### src/mect_pkg.sv
package mect_pkg;
  // ****************************************
  // Register map and field layout
  // ****************************************
  localparam logic [11:0] MECT_IC_CNT_ADDR = 12'h7f0;
  localparam int MECT_CNT_W = 27;
  localparam int MECT_THR_W = 5;
  localparam int MECT_CNT_LSB = 0;
  localparam int MECT_THR_LSB = 27;
  localparam logic [4:0] MECT_THR_MAX = 5'h1a;
  localparam logic [26:0] MECT_CNT_RST = 27'h0;
  localparam logic [4:0] MECT_THR_RST = 5'h0;

  // ****************************************
  // Memory word geometry
  // ****************************************
  localparam int MECT_DATA_W = 32;
  localparam int MECT_ECC_W = 7;
  localparam int MECT_HAM_W = 6;
  localparam int MECT_CW_N = 38;
  localparam int MECT_ADDR_W = 16;
  localparam int MECT_IC_WAYS = 4;

  typedef enum logic [1:0] {ACC_LOAD, ACC_STORE, ACC_DMA, ACC_FETCH} mect_kind_t;

  typedef struct packed {
    logic valid;
    mect_kind_t kind;
    logic retire;
    logic nonspec;
    logic [MECT_ADDR_W-1:0] addr;
    logic [MECT_DATA_W-1:0] data;
    logic [MECT_ECC_W-1:0] ecc;
  } mect_data_tightly_coupled_memory_req_t;

  typedef struct packed {
    logic valid;
    logic [MECT_ADDR_W-1:0] addr;
    logic [MECT_DATA_W-1:0] data;
    logic [MECT_ECC_W-1:0] ecc;
  } mect_fetch_t;

  typedef struct packed {
    logic en;
    logic [MECT_ADDR_W-1:0] addr;
    logic [MECT_DATA_W-1:0] data;
    logic [MECT_ECC_W-1:0] ecc;
  } mect_wb_t;

  typedef struct packed {
    logic valid;
    mect_kind_t kind;
    logic err;
  } mect_sys_t;

  typedef struct packed {
    logic we;
    logic [11:0] addr;
    logic [31:0] wdata;
  } mect_csr_t;

  typedef struct packed {
    logic [MECT_DATA_W-1:0] data;
    logic [MECT_ECC_W-1:0] ecc;
    logic single;
    logic double;
  } mect_dec_t;

  typedef struct packed {
    logic [MECT_CNT_W-1:0] count;
    logic [MECT_THR_W-1:0] thresh;
    mect_wb_t data_tightly_coupled_memory_wb;
    mect_wb_t instruction_tightly_coupled_memory_wb;
    logic [MECT_DATA_W-1:0] data_tightly_coupled_memory_data;
    logic data_tightly_coupled_memory_data_valid;
    logic data_tightly_coupled_memory_sb;
    logic instruction_tightly_coupled_memory_sb;
    logic load_fault;
    logic store_fault;
    logic dma_err;
    logic instr_fault;
    logic store_nmi;
    logic refetch;
    logic sys_ok;
  } mect_state_t;
endpackage

### src/mect_top.sv
`timescale 1ns/100ps
// Summary of operation
// - Each data memory word has 32 data bits and 7 check bits, checked per access.
// - Data memory single-bit error is corrected in-line and written back.
// - Load/store write-back and counting happen only when the instruction retires.
// - Data memory double-bit error: load fault, store fault, or DMA error response.
// - Double-bit faults for loads and stores are raised only for non-speculative access.
// - Several cache errors in one cycle add only one to the count.
// - Cache errors and instruction memory single-bit errors recover by flush and refetch.
// - Every instruction memory fetch single-bit error is corrected, written back, counted.
// - No address of a correctable error is kept, only counts.
// - Counter register takes any write and always reads a legal value.
// - Count increments on tag or data error in the cache.
// - Threshold selects a count bit; its rise signals the local interrupt.
// - Interrupt is a level that holds while the selected bit stays set.
// - Firmware reset of the counter clears the pending interrupt condition.
// - Threshold above 26 is stored as 26.
// - Reads leave the register unchanged; writes update both fields together.
// - Count wraps with no saturation.
// - Counter register sits at control register address 0x7f0.
// - Interrupt reaches software only when enabled.
module mect_top (
  input wire logic MCLK,
  input wire logic RST,
  input mect_pkg::mect_csr_t CSR,
  output logic CSR_HIT,
  output logic [31:0] CSR_RDATA,
  input mect_pkg::mect_data_tightly_coupled_memory_req_t DATA_TIGHTLY_COUPLED_MEMORY_REQ,
  output logic [mect_pkg::MECT_DATA_W-1:0] DATA_TIGHTLY_COUPLED_MEMORY_DATA,
  output logic DATA_TIGHTLY_COUPLED_MEMORY_DATA_VALID,
  output mect_pkg::mect_wb_t DATA_TIGHTLY_COUPLED_MEMORY_WB,
  output logic DATA_TIGHTLY_COUPLED_MEMORY_SB_COUNT,
  input mect_pkg::mect_fetch_t INSTRUCTION_TIGHTLY_COUPLED_MEMORY_FETCH,
  output mect_pkg::mect_wb_t INSTRUCTION_TIGHTLY_COUPLED_MEMORY_WB,
  output logic INSTRUCTION_TIGHTLY_COUPLED_MEMORY_SB_COUNT,
  input wire logic [mect_pkg::MECT_IC_WAYS-1:0] IC_TAG_ERR,
  input wire logic [mect_pkg::MECT_IC_WAYS-1:0] IC_DATA_ERR,
  input mect_pkg::mect_sys_t SYS_RESP,
  output logic SYS_DATA_OK,
  output logic REFETCH_PC_FLUSH,
  output logic INSTR_ACCESS_FAULT,
  output logic LOAD_ACCESS_FAULT,
  output logic STORE_ACCESS_FAULT,
  output logic STORE_BUS_NMI,
  output logic DMA_ERR_RESP,
  input wire logic CE_INT_EN,
  output logic CE_INT
);
  import mect_pkg::*;

  // ****************************************
  // SECDED code over 38 positions
  // ****************************************
  function automatic logic [MECT_ECC_W-1:0] ecc_gen(input logic [MECT_DATA_W-1:0] d);
    logic [MECT_CW_N:1] cw;
    logic [MECT_ECC_W-1:0] p;
    int j;
    cw = '0;
    p = '0;
    j = 0;
    for (int pos = 1; pos <= MECT_CW_N; pos++) begin
      if ((pos & (pos - 1)) != 0) begin
        cw[pos] = d[j];
        j++;
      end
    end
    for (int i = 0; i < MECT_HAM_W; i++) begin
      for (int pos = 1; pos <= MECT_CW_N; pos++) begin
        if (pos[i]) p[i] = p[i] ^ cw[pos];
      end
    end
    // Overall bit makes the whole word even, so odd parity means one flip
    p[MECT_HAM_W] = (^cw) ^ (^p[MECT_HAM_W-1:0]);
    return p;
  endfunction

  function automatic mect_dec_t ecc_check(input logic [MECT_DATA_W-1:0] d,
                                          input logic [MECT_ECC_W-1:0] e);
    mect_dec_t r;
    logic [MECT_HAM_W-1:0] syn;
    logic odd;
    logic [MECT_ECC_W-1:0] gen;
    int j;
    // Select on a call result is not portable; work on a copy
    gen = ecc_gen(d);
    syn = e[MECT_HAM_W-1:0] ^ gen[MECT_HAM_W-1:0];
    odd = ^{d, e};
    r.data = d;
    j = 0;
    for (int pos = 1; pos <= MECT_CW_N; pos++) begin
      if ((pos & (pos - 1)) != 0) begin
        if (odd && syn == pos[MECT_HAM_W-1:0]) r.data[j] = ~d[j];
        j++;
      end
    end
    r.ecc = ecc_gen(r.data);
    r.single = odd;
    r.double = !odd && (syn != '0);
    return r;
  endfunction

  mect_state_t st;
  mect_state_t next_st;
  mect_dec_t data_tightly_coupled_memory_dec;
  mect_dec_t instruction_tightly_coupled_memory_dec;
  logic csr_sel;
  logic csr_wr;
  logic ic_err;
  logic [MECT_CNT_W-1:0] base_cnt;
  logic [MECT_THR_W-1:0] wr_thr;

  assign data_tightly_coupled_memory_dec = ecc_check(DATA_TIGHTLY_COUPLED_MEMORY_REQ.data, DATA_TIGHTLY_COUPLED_MEMORY_REQ.ecc);
  assign instruction_tightly_coupled_memory_dec = ecc_check(INSTRUCTION_TIGHTLY_COUPLED_MEMORY_FETCH.data, INSTRUCTION_TIGHTLY_COUPLED_MEMORY_FETCH.ecc);
  assign csr_sel = (CSR.addr == MECT_IC_CNT_ADDR);
  assign csr_wr = CSR.we && csr_sel;
  // Many ways flagging at once still counts as one event
  assign ic_err = (|IC_TAG_ERR) || (|IC_DATA_ERR);
  assign wr_thr = CSR.wdata[MECT_THR_LSB +: MECT_THR_W];

  // ****************************************
  // Next-state logic
  // ****************************************
  always_comb begin
    next_st = st;
    next_st.data_tightly_coupled_memory_wb.en = 1'b0;
    next_st.instruction_tightly_coupled_memory_wb.en = 1'b0;
    next_st.data_tightly_coupled_memory_data_valid = 1'b0;
    next_st.data_tightly_coupled_memory_sb = 1'b0;
    next_st.instruction_tightly_coupled_memory_sb = 1'b0;
    next_st.load_fault = 1'b0;
    next_st.store_fault = 1'b0;
    next_st.dma_err = 1'b0;
    next_st.instr_fault = 1'b0;
    next_st.store_nmi = 1'b0;
    next_st.refetch = 1'b0;
    next_st.sys_ok = 1'b0;

    // Write and error in the same cycle: the error is added to the written count
    base_cnt = csr_wr ? CSR.wdata[MECT_CNT_LSB +: MECT_CNT_W] : st.count;
    next_st.count = base_cnt + MECT_CNT_W'(ic_err);
    if (csr_wr) begin
      next_st.thresh = (wr_thr > MECT_THR_MAX) ? MECT_THR_MAX : wr_thr;
    end

    if (DATA_TIGHTLY_COUPLED_MEMORY_REQ.valid) begin
      next_st.data_tightly_coupled_memory_data = data_tightly_coupled_memory_dec.data;
      next_st.data_tightly_coupled_memory_data_valid = !data_tightly_coupled_memory_dec.double;
      next_st.data_tightly_coupled_memory_wb.addr = DATA_TIGHTLY_COUPLED_MEMORY_REQ.addr;
      next_st.data_tightly_coupled_memory_wb.data = data_tightly_coupled_memory_dec.data;
      next_st.data_tightly_coupled_memory_wb.ecc = data_tightly_coupled_memory_dec.ecc;
      if (data_tightly_coupled_memory_dec.single && (DATA_TIGHTLY_COUPLED_MEMORY_REQ.kind == ACC_DMA || DATA_TIGHTLY_COUPLED_MEMORY_REQ.retire)) begin
        next_st.data_tightly_coupled_memory_wb.en = 1'b1;
        next_st.data_tightly_coupled_memory_sb = 1'b1;
      end
      if (data_tightly_coupled_memory_dec.double) begin
        unique case (DATA_TIGHTLY_COUPLED_MEMORY_REQ.kind)
          ACC_LOAD: next_st.load_fault = DATA_TIGHTLY_COUPLED_MEMORY_REQ.nonspec;
          ACC_STORE: next_st.store_fault = DATA_TIGHTLY_COUPLED_MEMORY_REQ.nonspec;
          ACC_DMA: next_st.dma_err = 1'b1;
          ACC_FETCH: next_st.dma_err = 1'b0;
        endcase
      end
    end

    // Fetch data is never patched in-line; correction reaches the core by refetch
    if (INSTRUCTION_TIGHTLY_COUPLED_MEMORY_FETCH.valid) begin
      next_st.instruction_tightly_coupled_memory_wb.addr = INSTRUCTION_TIGHTLY_COUPLED_MEMORY_FETCH.addr;
      next_st.instruction_tightly_coupled_memory_wb.data = instruction_tightly_coupled_memory_dec.data;
      next_st.instruction_tightly_coupled_memory_wb.ecc = instruction_tightly_coupled_memory_dec.ecc;
      next_st.instruction_tightly_coupled_memory_wb.en = instruction_tightly_coupled_memory_dec.single;
      next_st.instruction_tightly_coupled_memory_sb = instruction_tightly_coupled_memory_dec.single;
      next_st.instr_fault = instruction_tightly_coupled_memory_dec.double;
    end
    next_st.refetch = ic_err || (INSTRUCTION_TIGHTLY_COUPLED_MEMORY_FETCH.valid && instruction_tightly_coupled_memory_dec.single);

    if (SYS_RESP.valid) begin
      next_st.sys_ok = !SYS_RESP.err;
      if (SYS_RESP.err) begin
        unique case (SYS_RESP.kind)
          ACC_FETCH: next_st.instr_fault = 1'b1;
          ACC_LOAD: next_st.load_fault = 1'b1;
          ACC_STORE: next_st.store_nmi = 1'b1;
          ACC_DMA: next_st.store_nmi = 1'b0;
        endcase
      end
    end
  end

  always_ff @(posedge MCLK) begin
    if (RST) begin
      st <= '0;
      st.count <= MECT_CNT_RST;
      st.thresh <= MECT_THR_RST;
    end else begin
      st <= next_st;
    end
  end

  // ****************************************
  // Outputs
  // ****************************************
  assign CSR_HIT = csr_sel;
  assign CSR_RDATA = csr_sel ? {st.thresh, st.count} : 32'h0;
  // Level, not latched: a fast error stream can pass the bit before software looks
  assign CE_INT = CE_INT_EN && st.count[st.thresh];
  assign DATA_TIGHTLY_COUPLED_MEMORY_DATA = st.data_tightly_coupled_memory_data;
  assign DATA_TIGHTLY_COUPLED_MEMORY_DATA_VALID = st.data_tightly_coupled_memory_data_valid;
  assign DATA_TIGHTLY_COUPLED_MEMORY_WB = st.data_tightly_coupled_memory_wb;
  assign DATA_TIGHTLY_COUPLED_MEMORY_SB_COUNT = st.data_tightly_coupled_memory_sb;
  assign INSTRUCTION_TIGHTLY_COUPLED_MEMORY_WB = st.instruction_tightly_coupled_memory_wb;
  assign INSTRUCTION_TIGHTLY_COUPLED_MEMORY_SB_COUNT = st.instruction_tightly_coupled_memory_sb;
  assign SYS_DATA_OK = st.sys_ok;
  assign REFETCH_PC_FLUSH = st.refetch;
  assign INSTR_ACCESS_FAULT = st.instr_fault;
  assign LOAD_ACCESS_FAULT = st.load_fault;
  assign STORE_ACCESS_FAULT = st.store_fault;
  assign STORE_BUS_NMI = st.store_nmi;
  assign DMA_ERR_RESP = st.dma_err;
endmodule // mect_top

### config.mk
export PLATFORM = sky130hd
export DESIGN_NAME = mect_top
export DESIGN_NICKNAME = d
export VERILOG_FILES = /design/src/mect_pkg.sv /design/src/mect_top.sv
export SDC_FILE = /design/constraint.sdc
export NUM_CORES = 1
export LEC_CHECK = 0
export BUFFER_PORTS_ARGS = -buffer_cell sky130_fd_sc_hd__buf_2
export CAP_MARGIN = 15
export CELL_PAD_IN_SITES_DETAIL_PLACEMENT = 1
export CELL_PAD_IN_SITES_GLOBAL_PLACEMENT = 1
export CORE_MARGIN = 2
export CORE_UTILIZATION = 39
export CTS_CLUSTER_SIZE = 30
export DETAILED_ROUTE_END_ITERATION = 7
export GPL_ROUTABILITY_DRIVEN = 1
export MAX_ROUTING_LAYER = met4
export PLACE_DENSITY_LB_ADDON = 0.1
export SLEW_MARGIN = 20
export SYNTH_ARGS = -nofsm -noshare
export SYNTH_HDL_FRONTEND = slang
export SYNTH_SLANG_ARGS = --single-unit
### constraint.sdc
create_clock -name MCLK -period 4.7 [get_ports MCLK]
set_input_delay 0.47 -clock MCLK [delete_from_list [all_inputs] [get_ports MCLK]]
set_output_delay 0.47 -clock MCLK [all_outputs]
set_load 0.02 [all_outputs]
==> results of run 1 <==
[cell usage after synthesis, types with 2 or more instances]
master	number	area (um^2)
nor2_1	187	702
xnor2_1	186	1630
dfxtp_1	152	3040
buf_4	147	1100
xor2_1	87	762
a211oi_1	66	495
mux2i_1	62	621
nand2_1	60	225
clkbuf_1	53	199
and2_1	39	244
xnor3_1	34	766
nor3_1	22	110
nand4_1	20	125
nand3_1	14	70.1
o21ai_0	14	70.1
a21oi_1	13	65.1
nand2b_1	11	68.8
a311oi_1	10	87.6
xnor2_2	10	163
or3_1	9	56.3
nor2b_1	8	50.1
nor4_1	8	50.1
xnor3_2	8	190
and3_1	7	43.8
mux4_2	7	158
buf_2	6	30.0
inv_1	6	22.5
buf_1	5	18.8
nand3b_1	5	37.5
o211ai_1	5	37.5
a31oi_1	3	18.8
or2_2	3	18.8
xor3_1	3	71.3
ha_1	2	25.0
nor3b_1	2	15.0
nor4bb_1	2	20.0
or2_1	2	12.5
or3b_1	2	17.5
or4_1	2	15.0
xor2_2	2	32.5
[routing by layer]
metal | up-vias | GRT usage (%)
met5 | - | -
met4 | 0 | 6.44
met3 | 48 | 4.68
met2 | 318 | 40.3
met1 | 4585 | 33.5
li1 | 4722 | -
[cell usage in the layout (no fill, tap or decap), types with 4 or more instances in the layout]
cell	n
mux2i_1	62
nand4_1	20
nor4_1	6
or3_1	9
nor3_1	21
nand2_1	60
dfxtp_1	152
inv_1	6
o21ai_0	14
xor2_1	87
buf_2	360
and3_1	7
clkbuf_16	17
xnor3_2	8
nand2b_1	11
nor2b_1	8
xnor2_2	10
xnor2_1	186
a21oi_1	13
inv_6	4
nor2_1	187
mux4_2	7
nand3_1	14
xnor3_1	34
a211oi_1	66
a311oi_1	10
buf_4	79
o211ai_1	5
and2_1	39
nand3b_1	5
[power breakdown]
group | total, uW | internal, uW | switching (uW) | leakage, uW
sequential | 1490 | 1420 | 69.9 | 0.00125
clock | 1530 | 860 | 671 | 0.000304
combinational | 4640 | 2120 | 2510 | 0.00479
total | 7660 | 4400 | 3250 | 0.00634
[state kept, by name, indices dropped and copies added (netlist names)]
name                                    count
DATA_TIGHTLY_COUPLED_MEMORY_DATA_VALID      1
DATA_TIGHTLY_COUPLED_MEMORY_WB             56
DMA_ERR_RESP                                1
INSTRUCTION_TIGHTLY_COUPLED_MEMORY_WB      56
INSTR_ACCESS_FAULT                          1
LOAD_ACCESS_FAULT                           1
REFETCH_PC_FLUSH                            1
STORE_ACCESS_FAULT                          1
STORE_BUS_NMI                               1
SYS_DATA_OK                                 1
st                                         32
[timing repair]
item                       CTS  global route
hold endpoints to repair     0             0
setup endpoints to repair    0             1
setup buffers                0             0
resized for setup            0             1
[final cells by class]
cell class	count	share of cell area (%)
Clock inverter	15	1.50
Sequential cell	152	22.0
Antenna cell	1	0.0181
Tap cell	390	3.52
Timing Repair Buffer	440	17.4
Clock buffer	17	3.07
Inverter	6	0.163
Multi-Input combinational cell	932	52.3
[worst min path at each step]
| stage | startpoint | endpoint | slack (ps) | depth (start not counted) |
|---|---|---|---|---|
| after global routing | SYS_RESP[2] | STORE_BUS_NMI | 220 | 2 |
| after CTS | SYS_RESP[2] | STORE_BUS_NMI | 200 | 2 |
| after global placement | DATA_TIGHTLY_COUPLED_MEMORY_WB[1] | DATA_TIGHTLY_COUPLED_MEMORY_WB[1] | 460 | 2 |
| after floorplan | DATA_TIGHTLY_COUPLED_MEMORY_WB[1] | DATA_TIGHTLY_COUPLED_MEMORY_WB[1] | 450 | 2 |
| final | SYS_RESP[2] | STORE_BUS_NMI | 210 | 2 |
| after detailed placement | DATA_TIGHTLY_COUPLED_MEMORY_WB[1] | DATA_TIGHTLY_COUPLED_MEMORY_WB[1] | 470 | 2 |
[per-stage QoR]
step / util [%] / std cells / area [um^2] / total power [uW]
after floorplan: - / 1302 / 11700 / 4770
after global placement: 44.7 / 1920 / 13200 / 6120
after detailed placement: 44.7 / 1920 / 13200 / 6130
after CTS: 46.8 / 1952 / 13800 / 7700
after global routing: 46.9 / 1953 / 13900 / 8120
final: 46.9 / 1953 / 13900 / 7660
[kinds of logic after synthesis]
kind of cell	after synthesis	share of synthesized area, %
buffers and inverters	218	11.9
muxes	70	6.79
xor gates and xnor gates	330	31.0
and+or+nand+nor	410	16.7
AOI/OAI and AO/OA	120	7.30
DFF	152	26.1
adders and majority gates	2	0.215
[worst max-delay path, delay by kind of cell]
family	cells	cell delay, ps
and+or+nand+nor	9	3390
muxes	1	240
buffers and inverters	1	100
AOI/OAI and AO/OA	2	510
==> results.md, run 1 <==
Clock tree:
- The root buffer selected by CTS is clkbuf_16.
- Clock-pin slew was measured on the worst setup and hold paths at 80 ps.
- The H-tree was split into 4 levels.
- Counting along the longest clock path gives a buffer depth of 2.
- The insertion delay to the later sink of the worst-skew pair is 440 ps.
- For this design, the sink count on the clock tree is 152.
- The total clock buffers created by CTS is 17.
- The number of hold buffers added after CTS is 0.
- TritonCTS built the clock tree.

Route:
- The count of vias placed by the detailed router is 9673.
- For this block, the initial DRC count from the detailed router was 493.
- After detailed routing, the number of vias per cell comes to 4.95.
- The routed design has 38900 um of wire.
- In the final routed layout, each cell accounts on average for 19.9 um.
- In the final routing, the length of wire on met1 measures 18000 um.
- The remaining design rule violation count is 0.
- In this run the top signal layer used is met4.
- Before antenna repair, the detailed router went through 5 iterations.
- The detail route stage leaves a number of antenna-violating nets equal to 0.
- Summed over all nets, wire length on met2 after detailed routing comes to 18000 um.
- In the detailed route, the total length drawn on met3 is 2260 um.

Power:
- VDD sags by at most 0.269 mV.
- Dividing total power by cell area gives a power density of 553 nW/um^2.
- In this run the static leakage power is 0.00634 uW.

Logic synthesis:
- The post-synthesis sequential element count is 152.
- The prevailing post-synth register cell is dfxtp_1.
- Each instance of the synthesized netlist takes up on average 8.96 um^2.
- After synthesis the cells add up to 11700 um^2.
- The number of standard cells after synthesis is 1302.
- In this run, distinct cell masters in the synthesized netlist total 58.
- The count of flip-flops with a built-in enable after synthesis is 0.
- Sequential cells were found to cover 26.1% of the synthesized design area.
- The proportion of synthesized flip-flops having asynchronous set or reset is 0%.
- Counting every net in the synthesized netlist gives 1480.
- The total number of yosys warnings is 0.

Critical path:
- The slowest stage cell on the critical path is or4_1.
- The critical path launch point is CSR[35].
- The setup slack of the worst register-to-register path is 1540 ps.
- Among the stages of the critical path, the cell type that occurs most often is nor3_1.
- The most critical setup path has its endpoint at st[180].
- The worst setup path is captured at a flip-flop.
- The worst reg2reg path endpoint is st[180].
- The largest stage delay on the critical path is 690 ps.
- Traced cell by cell, the critical path runs through buf_2, or4b_2, or4_1, mux2i_1, nor4_2, nand2_1, nor3_1, or3b_1, nor3_1, and2_1, nor2b_1, a211oi_1, a2111oi_0.
- The startpoint identified for the worst register-to-register timing path is st[165].
- The element type at the critical path start is an input port.
- The arrival time at the worst endpoint is 4700 ps.
- The worst-path maximum fanout is 6.
- The type of the worst setup path is in2reg.
- The required time of the critical path is 5010 ps.
- For the worst flop-to-flop path, the logic depth is 10.

Cells and area:
- The multi-input combinational cells in the finished layout cover a total of 7250 um^2.
- The number of nets in the final layout is 1727.
- The post-route netlist has 32.7% of its cells at a drive strength greater than 1.
- The area added between synthesis and finish is 18.8%.
- Across the whole layout, storage elements account for 3040 um^2.
- The fill cell total of the finished layout is 3565.

GRT:
- The initial antenna violation count is 1.
- The number of global-route vias before repair came to 9729.
- The first global-routing pass estimated 58600 um of wire.
- The global route total overflow is 0.
- The maximum number of pins on one net before global-route repair is 95.
- For this run, the total global-route usage over all layers was measured as 25.4%.

Die:
- In this run the core area contains 63 standard-cell rows.
- The floorplan step defined a die boundary enclosing 31300 um^2.
- After floorplanning, the core was sized to cover 29600 um^2.
- The die is 177 um wide.
- The starting density of the core is 39.4%.
- The die height is 177 um.
- The boundary pin count is 364.

Placed design:
- The final weighted congestion in routability-driven placement is 0.924.
- The count of input and output buffers is 363.
- The HPWL after detailed placement is 31000 um.
- The setup slack after placement is -144 ps.

Timing:
- The count of pins over their slew limit is 0.
- The time the worst path needs with I/O delays and setup is 4390 ps.
- At the pin with the least slew margin, the transition time is 1090 ps.
- Derived from the worst setup path, the maximum achievable clock frequency is 0.228 GHz.
- The final-report hold violation count is 0.
- The worst slew margin relative to its limit is 27.6%.
- Setup repair after global routing left no endpoint under its margin.
- The portion of the clock cycle consumed by the worst path in the final layout is 93.4%.
- The smallest hold slack is 213 ps.
- The largest clock skew in the final design is 12.2 ps.
- After layout, the worst setup slack is 308 ps.
- The setup violation total in the final timing report is 0.
- The aggregate negative setup slack is 0 ps.

Flow run:
- The number of max-cap violations is 0.

Run status:
- The flow ran to the end, and the final reports show no timing, DRC or antenna violations.

Min path:
- The path class of the lowest-slack min-delay path is in2reg.
(Power assumes the default switching activity.)
==> inputs of run 2 (changes only) <==
--- a/config.mk
+++ b/config.mk
@@ -5,7 +5,7 @@
 export SDC_FILE = /design/constraint.sdc
 export NUM_CORES = 1
 export LEC_CHECK = 0
-export BUFFER_PORTS_ARGS = -buffer_cell sky130_fd_sc_hd__buf_2
+export BUFFER_PORTS_ARGS = -buffer_cell sky130_fd_sc_hd__buf_4
 export CAP_MARGIN = 15
 export CELL_PAD_IN_SITES_DETAIL_PLACEMENT = 1
 export CELL_PAD_IN_SITES_GLOBAL_PLACEMENT = 1
==> run 2 against run 1 <==
Net effect:
- wire length up 2.1%
- critical path depth unchanged
- clock skew down 3.1 ps
- maximum frequency up 2.1%
==> results.md, run 2 (same netlist as run 1, synthesis figures left out) <==
Run status:
- The run finished with clean final reports.

Cells and area:
- The proportion of layout cells with a drive suffix above 1 is 33.2%.
- The area growth from synthesis to layout is 27.1%.
- The fill cell total of the finished layout is 3559.
- In the layout the commonest cells are buf_4, nor2_1, xnor2_1, dfxtp_1, xor2_1.
- 0 antenna diodes ended up in the layout.
- The number of nets in the final layout is 1739.
- The commonest non-fill, non-tap cell in the layout is buf_4.

Clock tree:
- The number of levels the H-tree was split into is 4.
- Clock-pin slew was measured on the worst setup and hold paths at 80 ps.
- The number of setup buffers added after CTS is 0.
- Hold repair after CTS inserted 0 buffers.
- The root buffer selected by CTS is clkbuf_16.
- The total clock buffers created by CTS is 17.
- The count of clock tree sinks is 152.
- The clock reaches the later pin of the worst-skew pair after 440 ps.
- The clock passes through at most 2 buffers.
- TritonCTS built the clock tree.

GRT:
- Entering global routing, the biggest net connects 93 pins.
- The initial antenna violation count came to 0.
- The first global-routing pass estimated 59700 um of wire.
- The number of global-route vias before repair was 10165.
- Global routing consumed, over all layers together, 26.0% of the routing resources.
- Global routing finished with a remaining overflow of 0.

Route:
- The routed wire length is 39700 um.
- The detailed router finished its first iteration with 411 violations.
- In the routed layout, each cell is associated on average with a via count of 4.99.
- In the routed design, unresolved DRC markers number 0.
- For this run, the detailed router's first-pass iteration total came to 4.
- Once detail routing completed, the nets flagged for antenna violations numbered 0.
- The wire length per cell after detailed routing is 20.2 um.
- The routed layout has 9794 vias.

Power:
- The design draws 7850 uW.
- In this run the static leakage power is 0.00657 uW.
- The power share of the sequential group is 19.1%.
- The total power density per cell area is 530 nW/um^2.
- The share of total power in the clock network is 17.6%.
- Of the total power, combinational logic draws 63.3%.
- The peak supply drop is 0.333 mV.
- Net switching is 42.2% of the power.
- The internal power is 4540 uW.
- The power dissipated by switching net loads is 3310 uW.

Die:
- The floorplan step set the die height to 177 um.
- The die is 177 um wide.
- The starting density of the core is 39.4%.
- Pin placement for this block handled 364 I/O pins.
- The floorplan has 63 rows.
- The core footprint is 29600 um^2.
- The die outline area is 31300 um^2.

Timing:
- Setup repair after global routing left no endpoint under its margin.
- The count of pins over their slew limit is 0.
- The clock period could shrink to 4300 ps.
- Of the available clock period, the critical path in the final layout requires 91.5%.
- The worst slew margin relative to its limit is 26.9%.
- Static timing analysis puts the maximum clock frequency at 0.233 GHz.
- Setup violations remaining at the end of the flow were counted as 0.
- At the pin with the least slew margin, the transition time is 1100 ps.
- For the final database, setup skew stands at 9.14 ps.
- The minimum setup slack in the final design is 401 ps.
- The final-report hold violation count is 0.

Critical path:
- The required time of the critical path is 5020 ps.
- The worst-path maximum fanout is 7.
- The arrival time at the worst endpoint is 4620 ps.
- The critical path endpoint category is a flip-flop.
- The element type at the critical path start is an input port.
- The critical path in this run is classified as in2reg.

Min path:
- The worst hold path belongs to the class in2reg.

Flow run:
- The tool flagged a number of max-cap violations equal to 0.

Placed design:
- The final weighted congestion in routability-driven placement is 0.930.
- Port buffering added 363 buffers.
- The post-detailed-placement half-perimeter wirelength is 32100 um.
- The setup slack after placement is -88.4 ps.
## run 2: cell count changes in the layout (fill, tap and decap cells not counted), sizes merged
cell      change
bufinv        -3
buf          +12
diode         -1
inv           +1
clkinvlp      +2
## run 2: power by group through the flow
stage	Clock, uW	Combinational, uW	Sequential [uW]
floorplan	0	3260	1520
global placement	0	4900	1520
finish	1380	4970	1500
CTS	1420	4970	1500
detailed placement	0	4940	1530
global route	1470	5350	1520
## run 2: metal layers
layer / GRT usage (%) / vias up / share of wire (%)
met1: 32.6 / 4710 / 44
met2: 43.7 / 316 / 49
met4: 5.65 / 0 / 1.2
li1: - / 4746 / -
met3: 4.53 / 22 / 5.9
met5: - / - / 0
## run 2: final timing paths
path,cells after the start,endpoint,startpoint,slack [ps]
setup / recovery,13,st[180],CSR[35],400
hold / removal,2,STORE_BUS_NMI,SYS_RESP[2],200
setup reg to reg,10,st[180],st[164],1620
hold reg to reg,2,DATA_TIGHTLY_COUPLED_MEMORY_WB[1],DATA_TIGHTLY_COUPLED_MEMORY_WB[1],480
## run 2: metrics by stage
step	utilization, %	setup TNS, ps	instances	instance area, um^2	hold WS [ps]
after floorplan	-	0	1302	11700	451
after global placement	48.2	0	1932	14200	466
final	50.1	0	1964	14800	205
after detailed placement	48.2	-118	1932	14200	471
after CTS	50.1	0	1964	14800	187
after global routing	50.1	0	1964	14800	192
## run 2: layout make-up
| type | count | area (um^2) | share of cell area [%] |
|---|---|---|---|
| multi-input cells | 932 | 7250 | 48.9 |
| clock inverters | 15 | 154 | 1.04 |
| flip-flops and latches | 152 | 3040 | 20.5 |
| clock buffers | 17 | 425 | 2.87 |
| well taps | 390 | 488 | 3.29 |
| repair buffers | 452 | 3440 | 23.2 |
| inverters | 6 | 22.5 | 0.152 |
## run 2: repair_timing
item	in CTS	in global routing
setup endpoints to repair	0	1
hold endpoints to repair	0	0
resized for setup	0	1
## run 2: critical path: stages
cell and delay (ps):
buf_4 100, or4b_2 680, or4_1 670, mux2i_1 200
nor4_1 410, nand2_1 150, nor3_1 340, or3b_1 430
nor3_1 260, and2_1 180, nor2b_2 250, a211oi_1 110
a2111oi_0 350
==> inputs of run 3 (changes only) <==
--- a/config.mk
+++ b/config.mk
@@ -10,7 +10,8 @@
 export CELL_PAD_IN_SITES_DETAIL_PLACEMENT = 1
 export CELL_PAD_IN_SITES_GLOBAL_PLACEMENT = 1
 export CORE_MARGIN = 2
-export CORE_UTILIZATION = 39
+export CORE_UTILIZATION = 25
+export CTS_BUF_LIST = sky130_fd_sc_hd__clkbuf_8
 export CTS_CLUSTER_SIZE = 30
 export DETAILED_ROUTE_END_ITERATION = 7
 export GPL_ROUTABILITY_DRIVEN = 1
==> run 3 against run 2 <==
Net effect:
- cell area grew 0.33%
- first-iteration DRC count fell by 3.6%
- maximum frequency shrank 0.23%
- critical endpoint unchanged
- power is 5.3% lower
- critical path type unchanged
- clock skew is 1.5 ps lower
- core utilization decreased by 18 points
- wire length up 5.9%
- count of clock-buffer cells in the layout rose by 2
- combinational power down 3%
==> results.md, run 3 (same netlist as run 1, synthesis figures left out) <==
Run status:
- The run finished with clean final reports.

Clock tree:
- At the later pin of the worst-skew pair, clock insertion delay measures 540 ps.
- The number of hold buffers added after CTS is 0.
- The number of setup buffers added after CTS is 0.
- The clock tree from TritonCTS is done.
- Buffers inserted during clock tree synthesis total 17.
- The number of levels the H-tree was split into is 4.
- The maximum root-to-sink buffer count is 2.
- The clock-pin slew on the worst setup and hold paths is 90 ps.
- The number of resized instances in the post-cts repair step is 0.
- The count of clock tree sinks is 152.
- The tree is rooted in a clkbuf_8.

Die:
- The floorplan step set the die width to 220 um.
- The floorplan has 79 rows.
- The initial utilization of the core area, before any placement, comes to 25.2%.
- The boundary pin count is 364.
- The die height is 220 um.
- The core footprint is 46300 um^2.
- The die covers 48400 um^2.

Timing:
- The final-report hold violation count is 0.
- After layout, the worst path uses 91.7% of the clock period.
- The transition time of the tightest slew-check pin is 693 ps.
- In the final timing run, aggregate negative setup slack is 0 ps.
- The worst slew margin relative to its limit is 53.8%.
- The setup violation total in the final timing report is 0.
- The largest clock skew in the final design is 7.60 ps.
- The time the worst path needs with I/O delays and setup is 4310 ps.
- Static timing analysis puts the maximum clock frequency at 0.232 GHz.
- The count of pins over their slew limit is 0.
- Setup repair after global routing left no endpoint under its margin.

GRT:
- Across every metal layer, demand over resource in global routing totals 18.0%.
- The first global-routing pass estimated 62700 um of wire.
- The number of global-route vias before repair came to 10062.
- The initial antenna violation count is 0.
- After global routing the overflow that remains totals 0.
- The maximum number of pins on one net before global-route repair is 97.

Route:
- The wire length per cell after detailed routing is 19.3 um.
- In the routed layout, each cell is associated on average with a via count of 4.42.
- The routed wire length is 42100 um.
- The count of nets left with antenna violations once routing finished came out at 0.
- The routed layout has 9636 vias.
- The first-pass detailed-route iteration total is 4.
- The remaining design rule violation count is 0.
- The number of DRC violations after detailed-routing iteration 0 is 396.

Flow run:
- The number of max-cap violations is 0.

Power:
- The power share of the sequential group is 20.2%.
- The power dissipated by switching net loads is 3220 uW.
- The analysis attributes to cell leakage a power of 0.00648 uW.
- The peak supply drop is 0.231 mV.
- Internal power comes to 4220 uW.
- In this run switching power makes up 43.3% of total power.
- The share of total power in the clock network is 14.9%.
- The relative contribution of combinational cells to total power is 64.9%.
- The total power density per cell area is 500 nW/um^2.

Cells and area:
- The fraction of the core area covered by cells at the end of the flow is 32.1%.
- The area added between synthesis and finish is 27.5%.
- The repair_antennas step left the layout with diodes totalling 0.
- Leaving out fill and tap cells, the most frequent cells in the layout are buf_4, nor2_1, xnor2_1, dfxtp_1, xor2_1.
- The library cell used most frequently in the layout, excluding fill and tap cells, is buf_4.
- The final layout contains 1736 nets.
- The proportion of layout cells with a drive suffix above 1 is 33.1%.
- The final cell count without fillers is 2178.

Critical path:
- Data on the critical path is required at its endpoint by 5130 ps.
- The setup path with the least slack is of type in2reg.
- The largest stage delay on the critical path is 790 ps.
- Traced cell by cell, the critical path runs through buf_4, or4b_2, or4_2, mux2i_1, nor4_1, nand2_1, nor3_1, or3b_1, nor3_1, and2_1, nor2b_1, buf_4, a211oi_1, a2111oi_0.
- In this run the worst path has a maximum fanout of 7.
- The critical path endpoint category is a flip-flop.
- The worst setup path is launched from an input port.
- Data on the critical path arrives at its endpoint at 4740 ps.
- The slowest stage cell on the critical path is or4_2.

Placed design:
- The final weighted congestion in routability-driven placement is 0.835.
- After legalization and detailed placement, the total HPWL measured 34000 um.
- Once placement completed, the tool counted placed cells totaling 2146.
- The count of input and output buffers is 363.

Min path:
- The tightest min-delay check is of the in2reg type.
## run 3: cell count changes in the layout (fill, tap and decap cells not counted), moves of 3 or more
cell,before,now
clkinvlp_4,4,0
clkinv_2,0,4
clkinv_4,1,4
inv_8,5,1
clkbuf_16,17,0
clkbuf_8,0,19
## run 3: cell type report
type / count / area [um^2]
well taps: 607 / 759
flip-flops and latches: 152 / 3040
clock inverters: 13 / 144
repair buffers: 449 / 3400
inverters: 6 / 22.5
fillers: 5386 / 31400
multi-input cells: 932 / 7240
clock buffers: 19 / 262
## run 3: power by group through the flow
stage	combinational, uW	sequential (uW)	clock (uW)
2_1_floorplan	3260	1520	0
3_3_place_gp	4820	1530	0
3_5_place_dp	4830	1530	0
4_1_cts	4850	1510	1180
5_1_grt	5220	1520	1220
6_report	4820	1500	1110
## run 3: per-stage QoR
stage / area (um^2) / hold slack [ps] / setup slack, ps / total power, uW
finish: 14900 / 97.4 / 391 / 7430
floorplan: 11700 / 451 / 284 / 4770
CTS: 14900 / 19.7 / 442 / 7540
global route: 14900 / 53.7 / 164 / 7960
detailed placement: 14500 / 473 / -172 / 6370
global placement: 14500 / 468 / -11.9 / 6350
## run 3: worst max-delay path: cells and delay by family
family	cells	cell delay, ps
AND/OR/NAND/NOR	9	3390
AO/OA/AOI/OAI	2	440
buffers and inverters	2	240
multiplexers	1	200
## run 3: path summary, 6_finish.rpt
path	start	to	slack, ps	depth (start not counted)
max	CSR[35]	st[180]	390	14
min	SYS_RESP[2]	STORE_BUS_NMI	100	2
max reg2reg	st[165]	st[180]	1600	11
min reg2reg	DATA_TIGHTLY_COUPLED_MEMORY_WB[1]	DATA_TIGHTLY_COUPLED_MEMORY_WB[1]	490	2
## run 3: routing by layer
layer  part of all wire [%]  vias up  global-route usage [%]
li1                       -     4750                       -
met5                      0        -                       -
met3                    5.2       30                    4.25
met4                    1.1        0                    4.21
met1                     49     4626                    24.4
met2                     44      230                    26.9
